[config.mk]
export PLATFORM = sky130hd
export DESIGN_NAME = fcd_exec_unit
export DESIGN_NICKNAME = d
export VERILOG_FILES = /design/src/fcd_pkg.sv /design/src/fcd_exec_unit.sv
export SDC_FILE = /design/constraint.sdc
export NUM_CORES = 2
export LEC_CHECK = 0
export BUFFER_PORTS_ARGS = -buffer_cell sky130_fd_sc_hd__buf_2
export CAP_MARGIN = 20
export CORE_ASPECT_RATIO = 1.1
export CORE_MARGIN = 2
export CORE_UTILIZATION = 55
export CTS_BUF_LIST = sky130_fd_sc_hd__clkbuf_4
export DETAILED_ROUTE_END_ITERATION = 10
export HOLD_SLACK_MARGIN = 0.06
export PLACE_DENSITY = 0.74
export SETUP_SLACK_MARGIN = 0.2
export SYNTH_ARGS = -nofsm -noshare
export SYNTH_HDL_FRONTEND = slang
export SYNTH_SLANG_ARGS = --single-unit
[constraint.sdc]
create_clock -name clk_i -period 6.05 [get_ports clk_i]
set_input_delay 1.21 -clock clk_i [delete_from_list [all_inputs] [get_ports clk_i]]
set_output_delay 1.21 -clock clk_i [all_outputs]
set_load 0.05 [all_outputs]
[src/fcd_pkg.sv]
package fcd_pkg;

  // Datapath and structure sizes.
  localparam int DATA_W      = 80;
  localparam int NUM_REGS    = 8;
  localparam int QUEUE_DEPTH = 4;

  // First opcode bytes.
  localparam logic [7:0] OPC_D8 = 8'hD8;
  localparam logic [7:0] OPC_D9 = 8'hD9;
  localparam logic [7:0] OPC_DA = 8'hDA;
  localparam logic [7:0] OPC_DB = 8'hDB;
  localparam logic [7:0] OPC_DC = 8'hDC;
  localparam logic [7:0] OPC_DD = 8'hDD;
  localparam logic [7:0] OPC_DE = 8'hDE;
  localparam logic [7:0] OPC_DF = 8'hDF;
  localparam logic [1:0] MOD_REGISTER = 2'h3;

  // Integer flag positions on the flag ports.
  localparam int FLG_CARRY  = 0;
  localparam int FLG_PARITY = 1;
  localparam int FLG_ZERO   = 2;

  // Clock counts, taken at the low end of each printed range.
  localparam logic [7:0] CYC_BAD      = 8'h01;
  localparam logic [7:0] CYC_MOVE     = 8'h04;
  localparam logic [7:0] CYC_CMP      = 8'h04;
  localparam logic [7:0] CYC_UCMP     = 8'h09;
  localparam logic [7:0] CYC_UCMP_MAX = 8'h0A;
  localparam logic [7:0] CYC_ICMP     = 8'h09;
  localparam logic [7:0] CYC_ICMP_MAX = 8'h0A;
  localparam logic [7:0] CYC_COS      = 8'h5C;
  localparam logic [7:0] CYC_COS_MAX  = 8'h8D;
  localparam logic [7:0] CYC_DECSTP   = 8'h04;
  localparam logic [7:0] CYC_INCSTP   = 8'h02;
  localparam logic [7:0] CYC_DIV      = 8'h18;
  localparam logic [7:0] CYC_DIV_MAX  = 8'h22;
  localparam logic [7:0] CYC_IDIV     = 8'h22;
  localparam logic [7:0] CYC_IDIV_MAX = 8'h26;
  localparam logic [7:0] CYC_FREE     = 8'h04;

  // Reset values and arithmetic requests.
  localparam logic [7:0]  TAG_RESET    = 8'hFF;
  localparam logic [1:0]  AOP_NONE     = 2'h0;
  localparam logic [1:0]  AOP_DIV      = 2'h1;
  localparam logic [1:0]  AOP_COS      = 2'h2;
  localparam logic [14:0] EXP_ALL_ONES = 15'h7FFF;

  typedef enum logic [3:0] {K_BAD, K_MOVE, K_CMPCC, K_CMPFL, K_COS, K_DEC, K_INC, K_DIV, K_FREE} fcd_kind_e;
  typedef enum logic [2:0] {MC_NONE, MC_PF_SET, MC_CF_CLR, MC_ZF_CLR, MC_CZ_CLR, MC_PF_CLR} fcd_mcond_e;
  typedef enum logic [1:0] {CMP_GT, CMP_LT, CMP_EQ, CMP_UN} fcd_cmp_e;
  typedef enum logic {ST_IDLE, ST_EXEC} fcd_state_e;

  typedef struct packed {
    fcd_kind_e  kind;
    fcd_mcond_e cond;
    logic [2:0] n;
    logic [1:0] pops;
    logic       to_n;
    logic       swap;
    logic       use_mem;
    logic [7:0] cyc;
  } fcd_dec_s;

  // Map a logical entry number onto a physical register.
  function automatic logic [2:0] fcd_phys(input logic [2:0] top, input logic [2:0] n);
    fcd_phys = 3'(top + n);
  endfunction

  // Compare two extended reals; NaNs give unordered, both zeros are equal.
  function automatic fcd_cmp_e fcd_compare(input logic [DATA_W-1:0] a, input logic [DATA_W-1:0] b);
    logic a_nan;
    logic b_nan;
    logic mag_lt;
    a_nan  = (a[78:64] == EXP_ALL_ONES) && (a[62:0] != '0);
    b_nan  = (b[78:64] == EXP_ALL_ONES) && (b[62:0] != '0);
    mag_lt = a[78:0] < b[78:0];
    if (a_nan || b_nan)
      fcd_compare = CMP_UN;
    else if ((a[78:0] == '0 && b[78:0] == '0) || a == b)
      fcd_compare = CMP_EQ;
    else if (a[79] != b[79])
      fcd_compare = a[79] ? CMP_LT : CMP_GT;
    else
      fcd_compare = (mag_lt ^ a[79]) ? CMP_LT : CMP_GT;
  endfunction

endpackage

[src/fcd_exec_unit.sv]
// How it works
// - DA move to top if parity set.
// - DB move to top if carry clear.
// - DB move to top if zero clear.
// - DB move if carry and zero clear.
// - DB move if parity clear.
// - Compare top with entry or real, set code.
// - Compare into condition code, then pop once.
// - DE D9 compares with entry one, pops twice.
// - Ordered compare into integer flags, optional pop.
// - Unordered compare into flags, nine clocks, optional pop.
// - Integer operand compare, nine clocks, optional pop.
// - D9 FF replaces top with its cosine.
// - D9 F6 decrements top pointer, four clocks.
// - D9 F7 increments top pointer, two clocks.
// - DE divide into entry n, then pop.
// - Reversed divide forms, operand as dividend.
// - DE reversed divide into entry n, pop.
// - Integer operand divide, thirty-four clocks.
// - DD frees tag of entry n.
// - Entries resolve relative to the top pointer.
// - Queue four instructions while one executes.
module fcd_exec_unit
(
  // Clock and reset
  input  wire logic                        clk_i,
  input  wire logic                        reset_i,
  // Instruction handover
  input  wire logic                        instr_valid_i,
  input  wire logic [7:0]                  instr_opcode_i,
  input  wire logic [7:0]                  instr_modrm_i,
  input  wire logic [fcd_pkg::DATA_W-1:0]  instr_operand_i,
  output logic                             instr_ready_o,
  // Integer flags
  input  wire logic [2:0]                  int_flags_i,
  output logic [2:0]                       int_flags_o,
  output logic                             int_flags_we_o,
  // External arithmetic datapath
  output logic [1:0]                       arith_op_o,
  output logic [fcd_pkg::DATA_W-1:0]       arith_a_o,
  output logic [fcd_pkg::DATA_W-1:0]       arith_b_o,
  input  wire logic [fcd_pkg::DATA_W-1:0]  arith_result_i,
  // Register preload
  input  wire logic                        reg_load_i,
  input  wire logic [2:0]                  reg_load_index_i,
  input  wire logic [fcd_pkg::DATA_W-1:0]  reg_load_data_i,
  // Status
  output logic [3:0]                       cond_code_o,
  output logic [2:0]                       top_pointer_o,
  output logic [fcd_pkg::NUM_REGS-1:0]     tag_empty_o,
  output logic [fcd_pkg::DATA_W-1:0]       stack_top_o,
  output logic                             busy_o,
  output logic                             done_o,
  output logic                             bad_opcode_o
);
  import fcd_pkg::*;

  logic [7:0]        q_opc   [QUEUE_DEPTH];
  logic [7:0]        q_modrm [QUEUE_DEPTH];
  logic [DATA_W-1:0] q_opnd  [QUEUE_DEPTH];
  logic [1:0]        q_wr;
  logic [1:0]        q_rd;
  logic [2:0]        q_count;
  logic [2:0]        next_q_count;
  logic              push;
  logic              start;
  logic              commit;
  logic              load_ok;
  logic              move_ok;
  fcd_state_e        state;
  logic [7:0]        cnt;
  fcd_dec_s          d_start;
  fcd_dec_s          ex;
  logic [2:0]        s_src_phys;
  logic [DATA_W-1:0] s_src;
  logic [2:0]        ex_src;
  logic [2:0]        ex_dst;
  logic [DATA_W-1:0] regs [NUM_REGS];
  logic [2:0]        top;
  logic [2:0]        cmp_flags;
  logic [DATA_W-1:0] ex_a;
  logic [DATA_W-1:0] ex_b;

  function automatic fcd_dec_s fcd_mk(input fcd_kind_e k, input logic [7:0] c, input logic [2:0] n,
                                      input logic [1:0] p, input logic t, input logic s, input fcd_mcond_e mc);
    fcd_mk = '0;
    fcd_mk.kind = k;
    fcd_mk.cyc = c;
    fcd_mk.n = n;
    fcd_mk.pops = p;
    fcd_mk.to_n = t;
    fcd_mk.swap = s;
    fcd_mk.cond = mc;
  endfunction

  function automatic fcd_dec_s fcd_decode(input logic [7:0] opc, input logic [7:0] modrm);
    fcd_dec_s   d;
    logic [2:0] n;
    n = modrm[2:0];
    d = fcd_mk(K_BAD, CYC_BAD, n, 2'h0, 1'b0, 1'b0, MC_NONE);
    if (modrm[7:6] == MOD_REGISTER)
    begin
      casez ({opc, modrm})
        {OPC_DA, 8'b1101_1???}: d = fcd_mk(K_MOVE, CYC_MOVE, n, 2'h0, 1'b0, 1'b0, MC_PF_SET);
        {OPC_DB, 8'b1100_0???}: d = fcd_mk(K_MOVE, CYC_MOVE, n, 2'h0, 1'b0, 1'b0, MC_CF_CLR);
        {OPC_DB, 8'b1100_1???}: d = fcd_mk(K_MOVE, CYC_MOVE, n, 2'h0, 1'b0, 1'b0, MC_ZF_CLR);
        {OPC_DB, 8'b1101_0???}: d = fcd_mk(K_MOVE, CYC_MOVE, n, 2'h0, 1'b0, 1'b0, MC_CZ_CLR);
        {OPC_DB, 8'b1101_1???}: d = fcd_mk(K_MOVE, CYC_MOVE, n, 2'h0, 1'b0, 1'b0, MC_PF_CLR);
        {OPC_D8, 8'b1101_0???}: d = fcd_mk(K_CMPCC, CYC_CMP, n, 2'h0, 1'b0, 1'b0, MC_NONE);
        {OPC_D8, 8'b1101_1???}: d = fcd_mk(K_CMPCC, CYC_CMP, n, 2'h1, 1'b0, 1'b0, MC_NONE);
        {OPC_DE, 8'hD9}:        d = fcd_mk(K_CMPCC, CYC_CMP, 3'h1, 2'h2, 1'b0, 1'b0, MC_NONE);
        {OPC_DB, 8'b1111_0???}: d = fcd_mk(K_CMPFL, CYC_CMP, n, 2'h0, 1'b0, 1'b0, MC_NONE);
        {OPC_DF, 8'b1111_0???}: d = fcd_mk(K_CMPFL, CYC_CMP, n, 2'h1, 1'b0, 1'b0, MC_NONE);
        {OPC_DB, 8'b1110_1???}: d = fcd_mk(K_CMPFL, CYC_UCMP, n, 2'h0, 1'b0, 1'b0, MC_NONE);
        {OPC_DF, 8'b1110_1???}: d = fcd_mk(K_CMPFL, CYC_UCMP, n, 2'h1, 1'b0, 1'b0, MC_NONE);
        {OPC_D9, 8'hFF}:        d = fcd_mk(K_COS, CYC_COS, n, 2'h0, 1'b0, 1'b0, MC_NONE);
        {OPC_D9, 8'hF6}:        d = fcd_mk(K_DEC, CYC_DECSTP, n, 2'h0, 1'b0, 1'b0, MC_NONE);
        {OPC_D9, 8'hF7}:        d = fcd_mk(K_INC, CYC_INCSTP, n, 2'h0, 1'b0, 1'b0, MC_NONE);
        {OPC_DC, 8'b1111_1???}: d = fcd_mk(K_DIV, CYC_DIV, n, 2'h0, 1'b1, 1'b1, MC_NONE);
        {OPC_D8, 8'b1111_0???}: d = fcd_mk(K_DIV, CYC_DIV, n, 2'h0, 1'b0, 1'b0, MC_NONE);
        {OPC_DE, 8'b1111_1???}: d = fcd_mk(K_DIV, CYC_DIV, n, 2'h1, 1'b1, 1'b1, MC_NONE);
        {OPC_DC, 8'b1111_0???}: d = fcd_mk(K_DIV, CYC_DIV, n, 2'h0, 1'b0, 1'b1, MC_NONE);
        {OPC_D8, 8'b1111_1???}: d = fcd_mk(K_DIV, CYC_DIV, n, 2'h0, 1'b1, 1'b0, MC_NONE);
        {OPC_DE, 8'b1111_0???}: d = fcd_mk(K_DIV, CYC_DIV, n, 2'h1, 1'b1, 1'b0, MC_NONE);
        {OPC_DD, 8'b1100_0???}: d = fcd_mk(K_FREE, CYC_FREE, n, 2'h0, 1'b1, 1'b0, MC_NONE);
        default:                d = fcd_mk(K_BAD, CYC_BAD, n, 2'h0, 1'b0, 1'b0, MC_NONE);
      endcase
    end
    else
    begin
      case ({opc, modrm[5:3]})
        {OPC_D8, 3'h2}, {OPC_DC, 3'h2}: d = fcd_mk(K_CMPCC, CYC_CMP, n, 2'h0, 1'b0, 1'b0, MC_NONE);
        {OPC_D8, 3'h3}, {OPC_DC, 3'h3}: d = fcd_mk(K_CMPCC, CYC_CMP, n, 2'h1, 1'b0, 1'b0, MC_NONE);
        {OPC_DA, 3'h2}, {OPC_DE, 3'h2}: d = fcd_mk(K_CMPCC, CYC_ICMP, n, 2'h0, 1'b0, 1'b0, MC_NONE);
        {OPC_DA, 3'h3}, {OPC_DE, 3'h3}: d = fcd_mk(K_CMPCC, CYC_ICMP, n, 2'h1, 1'b0, 1'b0, MC_NONE);
        {OPC_D8, 3'h6}, {OPC_DC, 3'h6}: d = fcd_mk(K_DIV, CYC_DIV, n, 2'h0, 1'b0, 1'b0, MC_NONE);
        {OPC_D8, 3'h7}, {OPC_DC, 3'h7}: d = fcd_mk(K_DIV, CYC_DIV, n, 2'h0, 1'b0, 1'b1, MC_NONE);
        {OPC_DA, 3'h6}, {OPC_DE, 3'h6}: d = fcd_mk(K_DIV, CYC_IDIV, n, 2'h0, 1'b0, 1'b0, MC_NONE);
        {OPC_DA, 3'h7}, {OPC_DE, 3'h7}: d = fcd_mk(K_DIV, CYC_IDIV, n, 2'h0, 1'b0, 1'b1, MC_NONE);
        default:                        d = fcd_mk(K_BAD, CYC_BAD, n, 2'h0, 1'b0, 1'b0, MC_NONE);
      endcase
      d.use_mem = (d.kind != K_BAD);
    end
    fcd_decode = d;
  endfunction

  assign push    = instr_valid_i && instr_ready_o;
  assign start   = (state == ST_IDLE) && (q_count != 3'h0);
  assign commit  = (state == ST_EXEC) && (cnt == 8'h00);
  // Preloads only land on a quiet unit, so they never race an instruction.
  assign load_ok = reg_load_i && (state == ST_IDLE) && (q_count == 3'h0);
  assign d_start = fcd_decode(q_opc[q_rd], q_modrm[q_rd]);
  assign s_src_phys = fcd_phys(top, d_start.n);
  assign s_src      = d_start.use_mem ? q_opnd[q_rd] : regs[s_src_phys];
  assign cmp_flags  = fcd_flags(fcd_compare(arith_a_o, arith_b_o));
  assign next_q_count = 3'(q_count + {2'h0, push} - {2'h0, start});
  assign arith_a_o     = ex_a;
  assign arith_b_o     = ex_b;
  assign top_pointer_o = top;

  // Flags are {zero, parity, carry}; unordered sets all three.
  function automatic logic [2:0] fcd_flags(input fcd_cmp_e r);
    case (r)
      CMP_LT:  fcd_flags = 3'h1;
      CMP_EQ:  fcd_flags = 3'h4;
      CMP_UN:  fcd_flags = 3'h7;
      default: fcd_flags = 3'h0;
    endcase
  endfunction

  // Flags are read at commit so a late integer update is still seen.
  always_comb
  begin
    case (ex.cond)
      MC_PF_SET: move_ok = int_flags_i[FLG_PARITY];
      MC_CF_CLR: move_ok = !int_flags_i[FLG_CARRY];
      MC_ZF_CLR: move_ok = !int_flags_i[FLG_ZERO];
      MC_CZ_CLR: move_ok = !int_flags_i[FLG_CARRY] && !int_flags_i[FLG_ZERO];
      MC_PF_CLR: move_ok = !int_flags_i[FLG_PARITY];
      default:   move_ok = 1'b0;
    endcase
  end

  always_ff @(posedge clk_i)
  begin
    if (reset_i)
    begin
      q_wr          <= 2'h0;
      q_rd          <= 2'h0;
      q_count       <= 3'h0;
      instr_ready_o <= 1'b0;
    end
    else
    begin
      q_wr          <= push ? 2'(q_wr + 2'h1) : q_wr;
      q_rd          <= start ? 2'(q_rd + 2'h1) : q_rd;
      q_count       <= next_q_count;
      instr_ready_o <= (next_q_count != 3'(QUEUE_DEPTH));
    end
  end

  always_ff @(posedge clk_i)
  begin
    if (push)
    begin
      q_opc[q_wr]   <= instr_opcode_i;
      q_modrm[q_wr] <= instr_modrm_i;
      q_opnd[q_wr]  <= instr_operand_i;
    end
  end

  always_ff @(posedge clk_i)
  begin
    if (reset_i)
    begin
      state      <= ST_IDLE;
      cnt        <= 8'h00;
      ex         <= '0;
      ex_a       <= '0;
      ex_b       <= '0;
      ex_src     <= 3'h0;
      ex_dst     <= 3'h0;
      arith_op_o <= AOP_NONE;
    end
    else if (start)
    begin
      state      <= ST_EXEC;
      cnt        <= 8'(d_start.cyc - 8'h01);
      ex         <= d_start;
      ex_a       <= d_start.swap ? s_src : regs[top];
      ex_b       <= d_start.swap ? regs[top] : s_src;
      ex_src     <= s_src_phys;
      ex_dst     <= d_start.to_n ? s_src_phys : top;
      arith_op_o <= (d_start.kind == K_DIV) ? AOP_DIV : ((d_start.kind == K_COS) ? AOP_COS : AOP_NONE);
    end
    else if (commit)
    begin
      state      <= ST_IDLE;
      arith_op_o <= AOP_NONE;
    end
    else if (state == ST_EXEC)
      cnt <= 8'(cnt - 8'h01);
  end

  always_ff @(posedge clk_i)
  begin
    if (reset_i)
    begin
      for (int i = 0; i < NUM_REGS; i++)
        regs[i] <= '0;
    end
    else if (load_ok)
      regs[reg_load_index_i] <= reg_load_data_i;
    else if (commit)
    begin
      case (ex.kind)
        K_MOVE:  if (move_ok) regs[top] <= arith_b_o;
        K_COS:   regs[top] <= arith_result_i;
        K_DIV:   regs[ex_dst] <= arith_result_i;
        default: ;
      endcase
    end
  end

  always_ff @(posedge clk_i)
  begin
    if (reset_i)
    begin
      tag_empty_o <= TAG_RESET;
      top         <= 3'h0;
    end
    else if (load_ok)
      tag_empty_o[reg_load_index_i] <= 1'b0;
    else if (commit)
    begin
      case (ex.kind)
        K_MOVE:  if (move_ok) tag_empty_o[top] <= tag_empty_o[ex_src];
        K_COS:   tag_empty_o[top] <= 1'b0;
        K_DIV:   tag_empty_o[ex_dst] <= 1'b0;
        K_DEC:   top <= 3'(top - 3'h1);
        K_INC:   top <= 3'(top + 3'h1);
        K_FREE:  tag_empty_o[ex_dst] <= 1'b1;
        default: ;
      endcase
      if (ex.pops != 2'h0)
      begin
        tag_empty_o[top] <= 1'b1;
        top              <= 3'(top + {1'b0, ex.pops});
      end
      if (ex.pops == 2'h2)
        tag_empty_o[fcd_phys(top, 3'h1)] <= 1'b1;
    end
  end

  // Stack top mirror lags the register file by one cycle to stay a flop.
  always_ff @(posedge clk_i)
  begin
    if (reset_i)
    begin
      cond_code_o    <= 4'h0;
      int_flags_o    <= 3'h0;
      int_flags_we_o <= 1'b0;
      done_o         <= 1'b0;
      bad_opcode_o   <= 1'b0;
      busy_o         <= 1'b0;
      stack_top_o    <= '0;
    end
    else
    begin
      if (commit && ex.kind == K_CMPCC)
        cond_code_o <= {cmp_flags[FLG_ZERO], cmp_flags[FLG_PARITY], 1'b0, cmp_flags[FLG_CARRY]};
      if (commit && ex.kind == K_CMPFL)
        int_flags_o <= cmp_flags;
      int_flags_we_o <= commit && (ex.kind == K_CMPFL);
      done_o         <= commit;
      bad_opcode_o   <= commit && (ex.kind == K_BAD);
      busy_o         <= (next_q_count != 3'h0) || start || ((state == ST_EXEC) && !commit);
      stack_top_o    <= regs[top];
    end
  end
endmodule // fcd_exec_unit

==> impl_metrics.env <==
export IMPL_status="completed"
export IMPL_ys_types=74
export IMPL_cp_max_fo=5
export IMPL_drtIter0Drc=5761
export IMPL_layout_setup_ws_ns=1.248
export IMPL_rsz0062_at_grt="false"
export IMPL_clkTransAtPathRegs_ns=0.07
export IMPL_syn_nets=5285
export IMPL_yosysTopAreaCell="edfxtp_1"
export IMPL_vias_per_cell=6.437
export IMPL_nNetsFinal=5911
export IMPL_yosys_area_top_type_share_pct=48.76
export IMPL_ctsHtreeMaxLevel=5
export IMPL_critPathArrivalTime_ns=5.89
export IMPL_clock_sinks=1324
export IMPL_slew_headroom_pct=15.06
export IMPL_die_w_um=326.9
export IMPL_fin_cells=7336
export IMPL_dr_pass1_iters=6
export IMPL_endpoint_kind="flop"
export IMPL_stdcell_area_mm2=0.07213
export IMPL_powerDensity_mw_per_mm2=440.4
export IMPL_wl_per_cell_um=27.57
export IMPL_holdPathEnd="q_opnd[3][19]$_DFFE_PP_"
export IMPL_min_period_over_period_pct=79.37
export IMPL_drt_met1_wl_mm=70.35
export IMPL_cts_buffer_depth=4
export IMPL_period_minus_slack_ns=4.802
export IMPL_dp_cells=6719
export IMPL_synth_edf_count=1024
export IMPL_tightest_slew_ns=1.274
export IMPL_synthFlopType="edfxtp_1"
export IMPL_postPlaceCellArea_mm2=0.06772
export IMPL_start_kind="flop"
export IMPL_place_gp_congestion=0.9658
export IMPL_area_growth_pct=14.37
export IMPL_antenna_found_initial=16
export IMPL_ant_nets=0
export IMPL_hold_depth=1
export IMPL_p_leak_nw=27.02
export IMPL_root_buffer="clkbuf_4"
export IMPL_post_cts_setup_buffers=0
export IMPL_hp_class="in -> reg"
export IMPL_route_met3_wl_mm=26.84
export IMPL_top_layer="met5"
export IMPL_cts_made_buffers=345
export IMPL_insertion_delay_ns=1.26
export IMPL_ioPinCount=531
export IMPL_fmax_ghz=0.2082
export IMPL_r2r_end="int_flags_o[0]$_SDFFE_PP0P_"
export IMPL_rows=130
export IMPL_gr_usage_all_layers_pct=34.06
export IMPL_hpwl_mm=133.4
export IMPL_vias=47220
export IMPL_syn_avg_cell_area_um2=12.80
export IMPL_grt_pass1_vias=46180
export IMPL_dieArea_mm2=0.1174
export IMPL_die_h_um=359.1
export IMPL_grt_pass1_wl_mm=294.7
export IMPL_synth_warnings=0
export IMPL_syn_cell_area_mm2=0.06306
export IMPL_port_buffers=529
export IMPL_ys_seq_elements=1324
export IMPL_grt_overflow=0
export IMPL_yosysSeqAreaShare_pct=58.28
export IMPL_fin_skew_ns=0.08382
export IMPL_worstRegToRegCells=8
export IMPL_tns_ns=0
export IMPL_ys_async_sr_fraction_pct=0
export IMPL_synthTopCellsByArea="edfxtp_1, mux4_2, dfxtp_1"
export IMPL_setup_viol=0
export IMPL_drive_gt1_share_pct=30.28
export IMPL_routed_wl_mm=202.2
export IMPL_drc=0
export IMPL_cp_required_ns=7.14
export IMPL_timing_rr_start="arith_b_o[10]$_SDFFE_PP0P_"
export IMPL_hp_start="instr_operand_i[19]"
export IMPL_core_area_mm2=0.1140
export IMPL_rrSetupSlack_ns=1.25
export IMPL_place_ws_ns=0.7203
export IMPL_slew_violations=0
export IMPL_syn_inst=4926
export IMPL_grt_max_degree=149
export IMPL_path_class="reg -> reg"
export IMPL_drv_cap=0
export IMPL_cts_tree="yes"
export IMPL_initial_core_util_pct=55.31
export IMPL_met2_length_mm=95.32
export IMPL_hold_violations=0
export IMPL_ir_drop_uv=336.4
[metal layers]
metal | vias to the layer above | track usage [%]
li1 | 19960 | -
met1 | 23180 | 42.69
met2 | 3540 | 53.55
met3 | 518 | 11.31
met4 | 26 | 15.85
met5 | - | 1.682
[state kept, by name, indices dropped and copies added (netlist names), 9 cells and up, named ones only]
signal and cells:
arith_b_o 80, arith_a_o 80, ex 9, q_opc 32, q_modrm 32, stack_top_o 80
regs 640, q_opnd 320
[critical path, cell delays in order (launching register included)]
cell and delay, ns:
dfxtp_1 0.52, nor4_1 0.83, nand4_1 0.80, or4_1 1.06, or4_1 0.62, o31ai_1 0.28
inv_1 0.11, o211ai_1 0.29, a31oi_1 0.15
[area by class of cell]
| cell class | instances | area (um2) |
|---|---|---|
| fill | 8655 | 41890 |
| antenna | 9 | 22.52 |
| inverter | 102 | 387.9 |
| multi-input combinational | 3135 | 24720 |
| tap | 1518 | 1899 |
| clock inverter | 90 | 485.5 |
| clock buffer | 514 | 3859 |
| timing repair buffer | 644 | 3979 |
| sequential | 1324 | 36770 |
[power breakdown]
part	switching [mW]	total [mW]	internal (mW)	leakage [nW]
logic	7.67	12.1	4.42	11.8
clock network	3.65	7.74	4.09	2.61
registers	1.18	11.9	10.7	12.6
total	12.5	31.8	19.3	27.0
[timing repair]
item / CTS / global route
endpoints found under the hold margin: 7 / 0
setup endpoints to repair: 0 / 0
resized for setup: 0 / 0
hold buffers: 3 / 0
[logic make-up (layout without fill, tap and decap cells)]
| kind of cell | after synthesis | count (layout) | synth area share (%) |
|---|---|---|---|
| muxes | 660 | 660 | 19.01 |
| AOI/OAI and AO/OA | 707 | 707 | 6.903 |
| other | 1 | 10 | 0.005946 |
| xor gates and xnor gates | 16 | 16 | 0.2222 |
| adders and majority gates | 93 | 93 | 1.881 |
| DFF | 1324 | 1324 | 58.28 |
| buffers and inverters | 467 | 1350 | 2.855 |
| and+or+nand+nor | 1658 | 1658 | 10.84 |
[metrics by stage]
step / power, mW / hold slack, ns / util [%]
3_5_place_dp: 23.92 / 0.4602 / 59.40
6_report: 31.77 / 0.1648 / 63.26
5_1_grt: 33.02 / 0.1178 / 63.24
4_1_cts: 31.60 / 0.06091 / 63.23
2_1_floorplan: 19.86 / 0.4444 / -
3_3_place_gp: 23.71 / 0.4570 / 59.40
[Yosys cell counts, types with 43 or more instances]
cell type,count
o211ai_1,89
inv_1,101
ha_1,90
clkbuf_1,307
a22oi_1,84
edfxtp_1,1024
dfxtp_1,300
a21o_1,44
a21oi_1,219
mux2_2,120
nand4_1,43
nor4_1,46
mux2i_1,85
o21ai_0,186
mux4_2,414
nor2_1,795
nand2_1,617
[cells in the final DEF, fill, tap and decap left out, types with 7 or more instances in the layout]
master,count
nor2_1,795
a211oi_1,8
mux2i_1,85
o21ai_0,186
diode_2,9
mux4_2,414
buf_2,528
nor3_1,28
clkinv_2,13
a21oi_1,219
mux2_1,41
mux2_2,120
inv_1,101
a21o_1,44
nand4_1,43
nor4_1,46
xor2_1,8
a31oi_1,17
dfxtp_1,295
nand3_1,28
or4_1,7
nand2b_4,8
edfxtp_1,1024
buf_12,36
a22oi_1,84
nand2_1,616
clkinv_1,68
buf_4,75
o211ai_1,89
nor2b_1,13
xnor2_1,7
and2_1,8
ha_1,89
clkbuf_4,515
[worst max-delay path by stage]
stage	from	to	slack, ns	cells after the start
2_1_floorplan	int_flags_i[2]	regs[4][0]$_SDFFCE_PN0P_	0.67	10
3_3_place_gp	int_flags_i[2]	regs[7][58]$_SDFFCE_PN0P_	0.87	11
3_5_place_dp	int_flags_i[2]	regs[7][58]$_SDFFCE_PN0P_	0.72	11
4_1_cts	ex[16]$_SDFFE_PP0P_	regs[7][71]$_SDFFCE_PN0P_	1.53	10
5_1_grt	flop	cnt[4]$_SDFFE_PP0P_	1.34	11
6_report	arith_b_o[10]$_SDFFE_PP0P_	int_flags_o[0]$_SDFFE_PP0P_	1.25	8
Power figures use the tool's default switching activity.
